File: src/supv_pkg.sv
package supv_pkg;

	// ----------------------------------------
	// register map (8-bit data, 8-bit address)
	// ----------------------------------------
	// configuration registers sit at their own index 0..NCFG-1
	localparam int NCFG = 12;
	localparam logic [7:0] NCFG_A = 8'h0C;
	localparam int I_SRC = 0;
	localparam int I_HOST_EN = 1;
	localparam int I_LDO = 2;
	localparam int I_GCTL = 3;
	localparam int I_LH0 = 4;
	localparam int I_HL0 = 7;
	localparam int I_WARN = 10;
	localparam int I_FAULT = 11;
	localparam logic [7:0] A_VIN = 8'h0C;
	localparam logic [7:0] A_WFLAG = 8'h0D;
	localparam logic [7:0] A_FFLAG = 8'h0E;
	localparam logic [7:0] A_STAT = 8'h0F;
	localparam logic [7:0] A_CMD = 8'h10;
	localparam logic [7:0] A_OTP_IDX = 8'h11;
	localparam logic [7:0] A_OTP_PROG = 8'h12;
	localparam logic [7:0] A_STEP_DIV = 8'h13;

	// ----------------------------------------
	// field layouts and values
	// ----------------------------------------
	localparam logic [7:0] RESTART_KEY = 8'hA5;
	localparam logic [1:0] SRC_OFF = 2'h0;
	localparam logic [1:0] SRC_ALWAYS = 2'h1;
	localparam logic [1:0] SRC_PIN = 2'h2;
	localparam logic [1:0] SRC_HOST = 2'h3;
	localparam int LDO_SEL5V = 0;
	localparam int LDO_BY_EN = 1;
	localparam int LDO_BY_PIN = 2;
	localparam int LDO_BY_HOST = 3;
	localparam int LDO_HOST_ON = 4;
	localparam int GCTL_PROG_DT = 0;
	localparam int GCTL_UV_AUTO = 1;
	localparam int FF_UV = 0;
	localparam int FF_OT = 1;
	localparam int FF_OV = 2;
	localparam int FF_OC = 5;
	localparam int WF_UV = 0;
	localparam int ST_READY = 0;
	localparam int ST_CH = 1;
	localparam int ST_LDO = 4;
	localparam int ST_REFUSED = 5;
	localparam logic [7:0] OTP_BLANK = 8'h00;
	localparam logic [7:0] CFG_RST = 8'h00;
	localparam logic [7:0] STEP_DIV_RST = 8'h03;
	localparam int DT_STEPS = 256;
	localparam int LDO_PIN = 3;

	// ----------------------------------------
	// timing
	// ----------------------------------------
	localparam int CLK_HZ = 25_000_000;
	localparam int OC_RESTART_MS = 200;
	localparam int OC_RESTART_CYC = OC_RESTART_MS * (CLK_HZ / 1000);
	localparam int OC_CNT_W = 23;

	// ----------------------------------------
	// types
	// ----------------------------------------
	typedef enum logic [1:0] {
		ST_LOAD = 2'b00,
		ST_OFF = 2'b01,
		ST_RUN = 2'b10
	} state_t;

	typedef struct packed {
		logic [7:0] addr;
		logic [7:0] wdata;
		logic wr;
		logic rd;
	} bus_req_t;

	typedef struct packed {
		logic ot;
		logic [2:0] ov;
		logic [2:0] oc;
		logic [7:0] vin;
	} monitor_t;

	typedef struct packed {
		logic [7:0] lh;
		logic [7:0] hl;
	} gap_t;

endpackage

File: src/rail_enable_fault_supervisor.sv
`timescale 1ns/1ns
module rail_enable_fault_supervisor #(
	parameter int OC_RESTART_CYCLES = supv_pkg::OC_RESTART_CYC
) (
	// clock and reset
	input wire logic clk,
	input wire logic rst_n,
	// register port
	input wire supv_pkg::bus_req_t bus,
	output logic [7:0] rdata_q,
	// pins and monitors from outside the clock domain
	input wire logic chip_en,
	input wire logic [3:0] gpio_in,
	input wire supv_pkg::monitor_t mon,
	// controls to the regulators and drivers
	output logic config_ready_q,
	output logic [2:0] ch_en_q,
	output logic ldo_on_q,
	output logic ldo_sel5v_q,
	output logic prog_dt_q,
	output logic builtin_nonoverlap_q,
	output supv_pkg::gap_t [2:0] gaps_q,
	output logic dt_step_q,
	output logic uv_warn_pin_q
);
	import supv_pkg::*;

	localparam int SYNC_W = 20;

	// ----------------------------------------
	// input synchronisers
	// ----------------------------------------
	logic [SYNC_W-1:0] s1_q;
	logic [SYNC_W-1:0] s2_q;
	logic en_s;
	logic [3:0] gpio_s;
	logic ot_s;
	logic [2:0] ov_s;
	logic [2:0] oc_s;
	logic [7:0] vin_s;

	always_ff @(posedge clk) begin
		if (!rst_n) begin
			s1_q <= '0;
			s2_q <= '0;
		end else begin
			s1_q <= {chip_en, gpio_in, mon.ot, mon.ov, mon.oc, mon.vin};
			s2_q <= s1_q;
		end
	end

	// the input voltage code may tear on a change; it is a slow monitor value
	assign {en_s, gpio_s, ot_s, ov_s, oc_s, vin_s} = s2_q;

	// ----------------------------------------
	// state, soft reset and bus qualification
	// ----------------------------------------
	state_t st_q;
	logic soft_q;
	logic rst_all;
	logic wr_ok;
	logic rd_ok;
	logic run;
	logic [7:0] cfg_q [NCFG];

	assign rst_all = !rst_n || soft_q;
	assign run = st_q == ST_RUN;
	assign wr_ok = bus.wr && config_ready_q;
	assign rd_ok = bus.rd && config_ready_q;

	always_ff @(posedge clk) begin
		if (!rst_n) begin
			soft_q <= 1'b0;
		end else begin
			soft_q <= wr_ok && bus.addr == A_CMD && bus.wdata == RESTART_KEY;
		end
	end

	// enable is only looked at after the load, so a late core supply cannot
	// corrupt the copied configuration
	always_ff @(posedge clk) begin
		if (rst_all) begin
			st_q <= ST_LOAD;
		end else begin
			case (st_q)
				ST_LOAD: begin
					st_q <= ST_OFF;
				end
				ST_OFF: begin
					if (en_s) begin
						st_q <= ST_RUN;
					end
				end
				ST_RUN: begin
					if (!en_s) begin
						st_q <= ST_OFF;
					end
				end
				default: begin
					st_q <= ST_LOAD;
				end
			endcase
		end
	end

	always_ff @(posedge clk) begin
		if (rst_all) begin
			config_ready_q <= 1'b0;
		end else begin
			config_ready_q <= run && en_s;
		end
	end

	// ----------------------------------------
	// one-time-programmable store
	// ----------------------------------------
	// a programmed bit is a one; clearing one back is refused whole,
	// the store survives the host restart and only power-on clears it
	logic [7:0] otp_q [NCFG];
	logic [3:0] otp_idx_q;
	logic refused_q;
	logic otp_wr;

	assign otp_wr = wr_ok && bus.addr == A_OTP_PROG && otp_idx_q < NCFG_A[3:0];

	always_ff @(posedge clk) begin
		if (!rst_n) begin
			for (int k = 0; k < NCFG; k++) begin
				otp_q[k] <= OTP_BLANK;
			end
		end else if (otp_wr && (otp_q[otp_idx_q] & ~bus.wdata) == 8'h00) begin
			otp_q[otp_idx_q] <= otp_q[otp_idx_q] | bus.wdata;
		end
	end

	always_ff @(posedge clk) begin
		if (rst_all) begin
			refused_q <= 1'b0;
		end else if (otp_wr && (otp_q[otp_idx_q] & ~bus.wdata) != 8'h00) begin
			refused_q <= 1'b1;
		end
	end

	always_ff @(posedge clk) begin
		if (rst_all) begin
			otp_idx_q <= 4'h0;
		end else if (wr_ok && bus.addr == A_OTP_IDX) begin
			otp_idx_q <= bus.wdata[3:0];
		end
	end

	// ----------------------------------------
	// configuration registers
	// ----------------------------------------
	always_ff @(posedge clk) begin
		if (!rst_n) begin
			for (int k = 0; k < NCFG; k++) begin
				cfg_q[k] <= CFG_RST;
			end
		end else if (st_q == ST_LOAD) begin
			for (int k = 0; k < NCFG; k++) begin
				cfg_q[k] <= otp_q[k];
			end
		end else if (wr_ok && bus.addr < NCFG_A) begin
			cfg_q[bus.addr[3:0]] <= bus.wdata;
		end
	end

	// ----------------------------------------
	// input voltage and temperature monitoring
	// ----------------------------------------
	logic uv_warn;
	logic uv_hit;
	logic uv_f_q;
	logic ot_f_q;
	logic [7:0] ff_clr;

	assign uv_warn = vin_s <= cfg_q[I_WARN];
	assign uv_hit = vin_s <= cfg_q[I_FAULT];
	assign ff_clr = (wr_ok && bus.addr == A_FFLAG) ? bus.wdata : 8'h00;

	// a new trip in the cycle of a clear wins over the clear
	always_ff @(posedge clk) begin
		if (rst_all) begin
			uv_f_q <= 1'b0;
		end else if (run && uv_hit) begin
			uv_f_q <= 1'b1;
		end else if (ff_clr[FF_UV] || (cfg_q[I_GCTL][GCTL_UV_AUTO] && !uv_warn)) begin
			uv_f_q <= 1'b0;
		end
	end

	always_ff @(posedge clk) begin
		if (rst_all) begin
			uv_warn_pin_q <= 1'b0;
		end else begin
			uv_warn_pin_q <= run && uv_warn;
		end
	end

	always_ff @(posedge clk) begin
		if (rst_all) begin
			ot_f_q <= 1'b0;
		end else if (run && ot_s) begin
			ot_f_q <= 1'b1;
		end else if (ff_clr[FF_OT]) begin
			ot_f_q <= 1'b0;
		end
	end

	// ----------------------------------------
	// per-channel faults and enables
	// ----------------------------------------
	function automatic logic src_on(input logic [1:0] src, input logic pin, input logic host);
		case (src)
			SRC_ALWAYS: src_on = 1'b1;
			SRC_PIN: src_on = pin;
			SRC_HOST: src_on = host;
			default: src_on = 1'b0;
		endcase
	endfunction

	logic [2:0] ov_f_q;
	logic [2:0] oc_f_q;

	for (genvar i = 0; i < 3; i++) begin : g_ch
		logic [OC_CNT_W-1:0] oc_cnt_q;

		// over-voltage stays off until the host clears the flag
		always_ff @(posedge clk) begin
			if (rst_all) begin
				ov_f_q[i] <= 1'b0;
			end else if (run && ov_s[i]) begin
				ov_f_q[i] <= 1'b1;
			end else if (ff_clr[FF_OV+i]) begin
				ov_f_q[i] <= 1'b0;
			end
		end

		always_ff @(posedge clk) begin
			if (rst_all) begin
				oc_f_q[i] <= 1'b0;
				oc_cnt_q <= '0;
			end else if (!oc_f_q[i]) begin
				oc_cnt_q <= '0;
				if (run && oc_s[i]) begin
					oc_f_q[i] <= 1'b1;
				end
			end else if (oc_cnt_q == OC_CNT_W'(OC_RESTART_CYCLES - 1)) begin
				oc_f_q[i] <= 1'b0;
				oc_cnt_q <= '0;
			end else begin
				oc_cnt_q <= oc_cnt_q + 1'b1;
			end
		end

		always_ff @(posedge clk) begin
			if (rst_all) begin
				ch_en_q[i] <= 1'b0;
			end else begin
				ch_en_q[i] <= run && en_s
					&& src_on(cfg_q[I_SRC][2*i +: 2], gpio_s[i], cfg_q[I_HOST_EN][i])
					&& !(uv_f_q || ot_f_q || ov_f_q[i] || oc_f_q[i]);
			end
		end

		always_ff @(posedge clk) begin
			if (rst_all) begin
				gaps_q[i] <= '0;
			end else begin
				gaps_q[i].lh <= cfg_q[I_LH0+i];
				gaps_q[i].hl <= cfg_q[I_HL0+i];
			end
		end
	end

	// ----------------------------------------
	// standby regulator
	// ----------------------------------------
	always_ff @(posedge clk) begin
		if (rst_all) begin
			ldo_on_q <= 1'b0;
			ldo_sel5v_q <= 1'b0;
		end else begin
			ldo_sel5v_q <= cfg_q[I_LDO][LDO_SEL5V];
			ldo_on_q <= (cfg_q[I_LDO][LDO_BY_EN] && en_s)
				|| (cfg_q[I_LDO][LDO_BY_PIN] && gpio_s[LDO_PIN])
				|| (cfg_q[I_LDO][LDO_BY_HOST] && cfg_q[I_LDO][LDO_HOST_ON]);
		end
	end

	// ----------------------------------------
	// dead time
	// ----------------------------------------
	// the switching period is DT_STEPS ticks of dt_step_q, so one gap unit
	// tracks the programmed frequency without a divider in the driver
	logic [7:0] step_div_q;
	logic [7:0] step_cnt_q;

	always_ff @(posedge clk) begin
		if (rst_all) begin
			prog_dt_q <= 1'b0;
			builtin_nonoverlap_q <= 1'b1;
		end else begin
			prog_dt_q <= cfg_q[I_GCTL][GCTL_PROG_DT];
			builtin_nonoverlap_q <= !cfg_q[I_GCTL][GCTL_PROG_DT];
		end
	end

	always_ff @(posedge clk) begin
		if (rst_all) begin
			step_div_q <= STEP_DIV_RST;
		end else if (wr_ok && bus.addr == A_STEP_DIV) begin
			step_div_q <= bus.wdata;
		end
	end

	always_ff @(posedge clk) begin
		if (rst_all) begin
			step_cnt_q <= 8'h00;
			dt_step_q <= 1'b0;
		end else if (step_cnt_q >= step_div_q) begin
			step_cnt_q <= 8'h00;
			dt_step_q <= 1'b1;
		end else begin
			step_cnt_q <= step_cnt_q + 8'h01;
			dt_step_q <= 1'b0;
		end
	end

	// ----------------------------------------
	// read data
	// ----------------------------------------
	always_ff @(posedge clk) begin
		if (rst_all) begin
			rdata_q <= 8'h00;
		end else if (!rd_ok) begin
			rdata_q <= 8'h00;
		end else if (bus.addr < NCFG_A) begin
			rdata_q <= cfg_q[bus.addr[3:0]];
		end else begin
			case (bus.addr)
				A_VIN: rdata_q <= vin_s;
				A_WFLAG: rdata_q <= {7'h00, uv_warn_pin_q};
				A_FFLAG: rdata_q <= {oc_f_q, ov_f_q, ot_f_q, uv_f_q};
				A_STAT: rdata_q <= {2'h0, refused_q, ldo_on_q, ch_en_q, config_ready_q};
				A_OTP_IDX: rdata_q <= {4'h0, otp_idx_q};
				A_STEP_DIV: rdata_q <= step_div_q;
				default: rdata_q <= 8'h00;
			endcase
		end
	end

endmodule

File: config.mk
export PLATFORM = sky130hd
export DESIGN_NAME = rail_enable_fault_supervisor
export DESIGN_NICKNAME = d
export VERILOG_FILES = /design/src/supv_pkg.sv /design/src/rail_enable_fault_supervisor.sv
export SDC_FILE = /design/constraint.sdc
export NUM_CORES = 1
export LEC_CHECK = 0
export BUFFER_PORTS_ARGS = -buffer_cell sky130_fd_sc_hd__buf_2
export CORE_UTILIZATION = 55
export DETAILED_ROUTE_END_ITERATION = 16
export PLACE_DENSITY = 0.73
export SETUP_SLACK_MARGIN = 0.2
export SLEW_MARGIN = 20
export SYNTH_ARGS = -nofsm -noshare
export SYNTH_HDL_FRONTEND = slang
export SYNTH_SLANG_ARGS = --single-unit
File: constraint.sdc
create_clock -name clk -period 4.4 [get_ports clk]
set_input_delay 0 -clock clk [delete_from_list [all_inputs] [get_ports clk]]
set_output_delay 0 -clock clk [all_outputs]
set_load 0.03 [all_outputs]
==> results of run 1 <==
[where the power goes]
part	leakage (nW)	switching (W)	total, W	internal (W)
combinational	3.28	0.000380	0.000613	0.000233
sequential	4.05	0.000122	0.00456	0.00444
clock	0.724	0.00153	0.00376	0.00223
total	8.05	0.00203	0.00893	0.00690
[registers in the layout (all words and copies together) (netlist names), 2 cells and up, named ones only]
register       flops
ov_f_q             3
g_ch.oc_cnt_q     69
s2_q              20
ch_en_q            3
otp_idx_q          4
cfg_q             96
s1_q              20
rdata_q            8
gaps_q            48
otp_q            128
step_div_q         8
st_q               2
oc_f_q             3
step_cnt_q         8
[repair_timing]
item	in CTS	in global routing
hold endpoints to repair	33	0
endpoints found under the setup margin	0	0
setup buffers	0	0
hold buffers	32	0
[cells by family after synthesis]
logic type                 share of synthesized area (%)
and+or+nand+nor                                     16.4
DFF                                                 58.2
AOI/OAI and AO/OA                                   8.18
buffers and inverters                               3.49
muxes                                               8.49
xor gates and xnor gates                            3.26
adders and majority gates                           1.92
other                                             0.0199
[worst min-delay path, stage by stage]
cell     delay, ns
buf_2         0.27
mux2i_1       0.21
nor2_1        0.05
[final cells by class]
cell class | instances | area, sq um
clock inverter | 20 | 191
fill | 2508 | 11900
multi-input combinational | 1039 | 7350
timing repair buffer | 185 | 1220
inverter | 53 | 199
sequential | 435 | 11000
tap | 448 | 561
clock buffer | 61 | 1290
[layer usage]
metal	GRT usage [%]	vias up
met5	0	-
met1	40.2	6490
met2	44.6	730
met4	10.5	0
met3	4.62	119
li1	-	6145
[per-stage QoR]
step / cells / hold WS (ns) / power, W
2_1_floorplan: 1637 / 0.127 / 0.00498
3_3_place_gp: 2127 / 0.209 / 0.00521
3_5_place_dp: 2127 / 0.211 / 0.00522
4_1_cts: 2240 / 0.0117 / 0.00896
5_1_grt: 2241 / 0.0167 / 0.00919
6_report: 2241 / 0.0410 / 0.00893
[synth_stat cells (4+ instances only)]
library cell,instances,share of area [%]
a21o_1,4,0.16
o22ai_1,10,0.33
o21a_1,5,0.20
nor3b_1,4,0.16
and4_1,5,0.23
nor3_1,113,3.0
dfxtp_1,211,22
nor4b_1,5,0.23
nor2_1,135,2.7
mux4_2,52,6.2
and3_1,14,0.47
nand3b_1,8,0.32
nand3_1,51,1.4
buf_2,12,0.32
nand4_1,36,1.2
a211oi_1,15,0.60
buf_6,4,0.24
clkbuf_1,78,1.6
or3_1,4,0.13
nand2_1,84,1.7
ha_1,28,1.9
a31oi_1,5,0.17
xor2_1,45,2.1
nor4_1,9,0.30
xnor2_1,25,1.2
edfxtp_1,224,36
inv_1,53,1.1
nand2b_1,16,0.53
a22oi_1,8,0.32
mux2_2,4,0.24
buf_1,16,0.32
o21ai_0,42,1.1
mux2i_1,38,2.0
a32o_1,6,0.32
nor2b_1,14,0.47
a22o_1,81,3.8
or4_1,6,0.24
and2_1,95,3.2
a21oi_1,19,0.51
[layout by cell type (no fill, tap or decap), types with 5 or more instances in the layout]
master         synthesis  layout
a211oi_1              15      14
a21oi_1               19      19
a22o_1                81      81
a22oi_1                8       8
a31oi_1                5       5
a32o_1                 6       6
and2_1                95      95
and3_1                14      14
and4_1                 5       5
buf_2                 12     105
buf_4                  0      46
clkbuf_1              78       8
clkbuf_16              0      47
clkbuf_8               0       6
clkinv_2               0       7
conb_1                 1      32
dfxtp_1              211     211
dlygate4sd3_1          0      32
edfxtp_1             224     224
ha_1                  28      28
inv_1                 53      53
mux2i_1               38      38
mux4_2                52      52
nand2_1               84      84
nand2b_1              16      16
nand3_1               51      51
nand3b_1               8       8
nand4_1               36      36
nor2_1               135     135
nor2b_1               14      13
nor3_1               113     113
nor4_1                 9       9
nor4b_1                5       5
o21a_1                 5       5
o21ai_0               42      39
o22ai_1               10      10
or4_1                  6       5
xnor2_1               25      25
xor2_1                45      45
[worst min path at each step]
stage                     startpoint                         end  slack [ns]  cells after the start
final                         bus[5]  step_div_q[3]$_SDFFE_PP0P_        0.04                      3
after CTS                     bus[5]  step_div_q[3]$_SDFFE_PP0P_        0.01                      3
after global routing          bus[6]  step_div_q[4]$_SDFFE_PP0P_        0.02                      3
after detailed placement      mon[5]          s1_q[5]$_SDFF_PN0_        0.21                      2
after floorplan               mon[0]          s1_q[0]$_SDFF_PN0_        0.13                      1
after global placement        mon[7]          s1_q[7]$_SDFF_PN0_        0.21                      2
==> impl_metrics.yaml, run 1 <==
sta:
  tightestPinTransition_ns: 1.06
  setup_viol: 0
  maxSlewHeadroom_pct: 29.4
  setup_ws_ns: 0.442
  fin_skew_ns: 0.0179
  fmaxAchievable_ghz: 0.253
  rsz0062_at_grt: "no"
  period_share_pct: 90.0
  min_period_ns: 3.96
  hold_viol_final: 0
  finalMaxSlewViolations: 0
  tns_ns: 0
global_routing:
  grt_pass1_vias: 12800
  overflow: 0
  antenna_found_initial: 0
  grt_pass1_wl_um: 75800
  grt_max_degree: 109
  grt.total_usage_pct: 28.5
placed_design:
  dpl_cell_area_sq_um: 19900
  dp_worst_setup_slack_ns: 0.475
  gp_congestion: 1.01
  portBuffers: 105
  dp_hpwl_um: 35400
finish:
  utilization_pct: 64.7
  drive_gt1_share_pct: 16.0
  nNetsFinal: 1826
  syn2layout_area_growth_pct: 15.7
  n_antenna_cell: 0
  design_area_sq_um: 21800
setup_path:
  startpoint_type: "flip-flop"
  cp-end-kind: "flip-flop"
  crit_path_end: "otp_q[6][7]$_SDFFCE_PN0P_"
  cp_max_fo: 108
  cp_slowest_cell: "dfxtp_1"
  worstPathCellList: "mux4_2 -> mux2i_1 -> nor3b_1 -> or4_1 -> or4_2 -> buf_12 -> o21ai_0 -> buf_4"
  timing.rr.end: "otp_q[6][7]$_SDFFCE_PN0P_"
  crit_type: "flip-flop to flip-flop"
  ff2ff_path_depth: 8
  crit_arrival_ns: 4.22
  cp_data_required_time_ns: 4.66
  path_buf_inv: 2
  rrSetupSlack_ns: 0.44
  cpLargestDelayFamily: "simple AND/OR/NAND/NOR gates"
  slowest_delay_ns: 0.84
  crit_cells: 8
route:
  routed-wl-met3_um: 5270
  initialDrtViolationCount: 1514
  drc: 0
  wirelength_met1_um: 19900
  via_per_inst: 6.02
  top_layer: "met4"
  wl_um: 49600
  post_drt_wl_per_cell_um: 22.1
  wl_met2_um: 22500
  vias: 13500
  drtAntennaViolNets: 0
  first_pass_iters: 6
pwr:
  powerDensity_nw_per_um2: 411
  peakVddDrop_mv: 0.316
  leakagePower_nw: 8.05
synth:
  synth_cells: 1606
  synth_seq_cells: 435
  async_flop_share_pct: 0
  synth-edff-count: 224
  netlist_area_sq_um: 18800
  syn_area_per_cell_sq_um: 11.7
  synth-main-ff-cell: "edfxtp_1"
  yosysSeqAreaShare_pct: 58.2
  ys_warn_count: 0
  synth_cell_type_count: 57
clock_network:
  clk_latency_ns: 0.55
  root_buffer: "clkbuf_16"
  h-tree-depth: 2
  numCtsBuffers: 44
  cts_max_path_buffers: 3
  clk_pin_slew_ns: 0.06
  ctsResizeCount: 0
  clock_sinks: 435
  cts_tree: "built"
floorplanning:
  fp.dieH_um: 187
  die_width_um: 187
  fp.coreArea_sq_um: 33600
  rows: 67
  ios: 106
  die_area_sq_um: 34900
  start_util_pct: 55.9
hold_path:
  min_path_type: "input port to flip-flop"
run_status:
  outcome: "completed"
job:
  drv_cap: 0
Power figures use the tool's default switching activity.
==> inputs of run 2 (changes only) <==
==> constraint.sdc (replaced) <==
create_clock -name clk -period 4.74 [get_ports clk]
set_input_delay 0 -clock clk [delete_from_list [all_inputs] [get_ports clk]]
set_output_delay 0 -clock clk [all_outputs]
set_load 0.03 [all_outputs]
==> impl_metrics.yaml, run 2 (synthesis gave the netlist of run 1 again) <==
floorplanning:
  die_width_um: 187
  ios: 106
  fp.dieH_um: 187
  die_area_sq_um: 34900
  start_util_pct: 55.9
  fp.coreArea_sq_um: 33600
  rows: 67
route:
  post_drt_wl_per_cell_um: 22.1
  first_pass_iters: 6
  drc: 0
  via_per_inst: 6.05
  drtAntennaViolNets: 0
  initialDrtViolationCount: 1473
  wl_um: 49400
  vias: 13600
clock_network:
  clk_pin_slew_ns: 0.06
  numCtsBuffers: 44
  clock_sinks: 435
  h-tree-depth: 2
  clk_latency_ns: 0.56
  cts_max_path_buffers: 3
  cts_tree: "built"
  root_buffer: "clkbuf_16"
  ctsResizeCount: 0
  cts_setup_buffers: 0
sta:
  maxSlewHeadroom_pct: 30.3
  period_share_pct: 87.5
  finalMaxSlewViolations: 0
  setup_ws_ns: 0.593
  tns_ns: 0
  hold_viol_final: 0
  min_period_ns: 4.15
  setup_viol: 0
  fmaxAchievable_ghz: 0.241
  tightestPinTransition_ns: 1.04
  rsz0062_at_grt: "no"
  fin_skew_ns: 0.0159
finish:
  nNetsFinal: 1825
  final_cell_mix: "224 x edfxtp_1, 211 x dfxtp_1, 135 x nor2_1"
  n_antenna_cell: 0
  reg_top3: "otp_q (128), cfg_q (96), g_ch.oc_cnt_q (69)"
  layout_commonest_cell: "edfxtp_1"
  syn2layout_area_growth_pct: 16.0
  largest_reg_flops: 128
  regMostFlops: "otp_q"
  drive_gt1_share_pct: 16.0
setup_path:
  crit_type: "flip-flop to flip-flop"
  cp_data_required_time_ns: 5.01
  ff2ff_path_depth: 9
  timing.rr.end: "otp_q[3][7]$_SDFFCE_PN0P_"
  crit_arrival_ns: 4.41
  cp_max_fo: 58
  startpoint_type: "flip-flop"
  cp-end-kind: "flip-flop"
  rrSetupSlack_ns: 0.59
hold_path:
  min_path_type: "input port to flip-flop"
  hold_path_depth: 3
  min_to: "step_div_q[3]$_SDFFE_PP0P_"
  worstHoldStart: "bus[5]"
global_routing:
  grt_max_degree: 85
  overflow: 0
  grt.total_usage_pct: 28.2
  grt_pass1_vias: 12900
  antenna_found_initial: 0
  grt_pass1_wl_um: 75700
job:
  drv_cap: 0
placed_design:
  portBuffers: 105
  dp_hpwl_um: 35200
  gp_congestion: 1.05
  dp_worst_setup_slack_ns: 0.605
pwr:
  leakagePower_nw: 8.08
  powerDensity_nw_per_um2: 386
  peakVddDrop_mv: 0.334
run_status:
  outcome: "completed"
==> run 2: cell types whose count changed in the layout (fill, tap and decap cells not counted), sizes merged <==
cell and delta:
inv -1, bufinv +3, dlygate4sd3 +2, buf -3, clkinv +3, clkbuf -3, clkinvlp -2
==> run 2: through the flow <==
step | hold WS, ns | cells | utilization [%] | power (W) | instance area (sq um)
after global placement | 0.209 | 2124 | 59.3 | 0.00484 | 19900
after CTS | 0.00897 | 2239 | 64.8 | 0.00845 | 21800
after global routing | 0.0399 | 2240 | 64.9 | 0.00865 | 21800
final | 0.0360 | 2240 | 64.9 | 0.00842 | 21800
after floorplan | 0.127 | 1637 | - | 0.00462 | 18900
after detailed placement | 0.211 | 2124 | 59.3 | 0.00485 | 19900
==> run 2: worst max-delay path, cell delays in order (launching register included) <==
cell	delay, ns
dfxtp_1	0.93
buf_4	0.32
mux4_2	0.51
mux2i_1	0.24
o32a_1	0.18
nand4_1	0.10
or4_2	0.70
buf_4	0.32
o21ai_0	0.32
buf_4	0.20
==> run 2: layout make-up <==
| type | instances | area (sq um) |
|---|---|---|
| Sequential cell | 435 | 11000 |
| Inverter | 53 | 199 |
| Tap cell | 448 | 561 |
| Clock inverter | 23 | 298 |
| Timing Repair Buffer | 184 | 1210 |
| Fill cell | 2494 | 11800 |
| Multi-Input combinational cell | 1039 | 7350 |
| Clock buffer | 58 | 1230 |
==> run 2: worst max-delay path by stage <==
stage / endpoint / cells after the start
floorplan: otp_q[0][0]$_SDFFCE_PN0P_ / 10
global placement: otp_q[3][0]$_SDFFCE_PN0P_ / 9
detailed placement: otp_q[3][5]$_SDFFCE_PN0P_ / 9
CTS: otp_q[3][7]$_SDFFCE_PN0P_ / 9
global route: otp_q[3][0]$_SDFFCE_PN0P_ / 9
finish: otp_q[3][7]$_SDFFCE_PN0P_ / 9
==> run 2: where the power goes <==
part	internal [W]	leakage [nW]	switching (W)	total (W)
Sequential	0.00412	4.05	0.000116	0.00424
Combinational	0.000216	3.27	0.000353	0.000568
Clock	0.00217	0.756	0.00144	0.00362
Total	0.00651	8.08	0.00191	0.00842
==> run 2: what timing repair did <==
| action | CTS | global route |
|---|---|---|
| endpoints found under the setup margin | 0 | 0 |
| hold buffers | 34 | 0 |
| endpoints found under the hold margin | 35 | 0 |
==> run 2: per-layer routing <==
metal | share of wire [%] | GRT usage (%) | vias up | wire length, um
met3 | 10 | 4.77 | 130 | 5050
met1 | 41 | 39.6 | 6531 | 20200
met4 | 4.1 | 12.1 | 0 | 2040
met5 | 0 | 0 | - | 0
met2 | 45 | 43.6 | 742 | 22100
li1 | - | - | 6150 | -
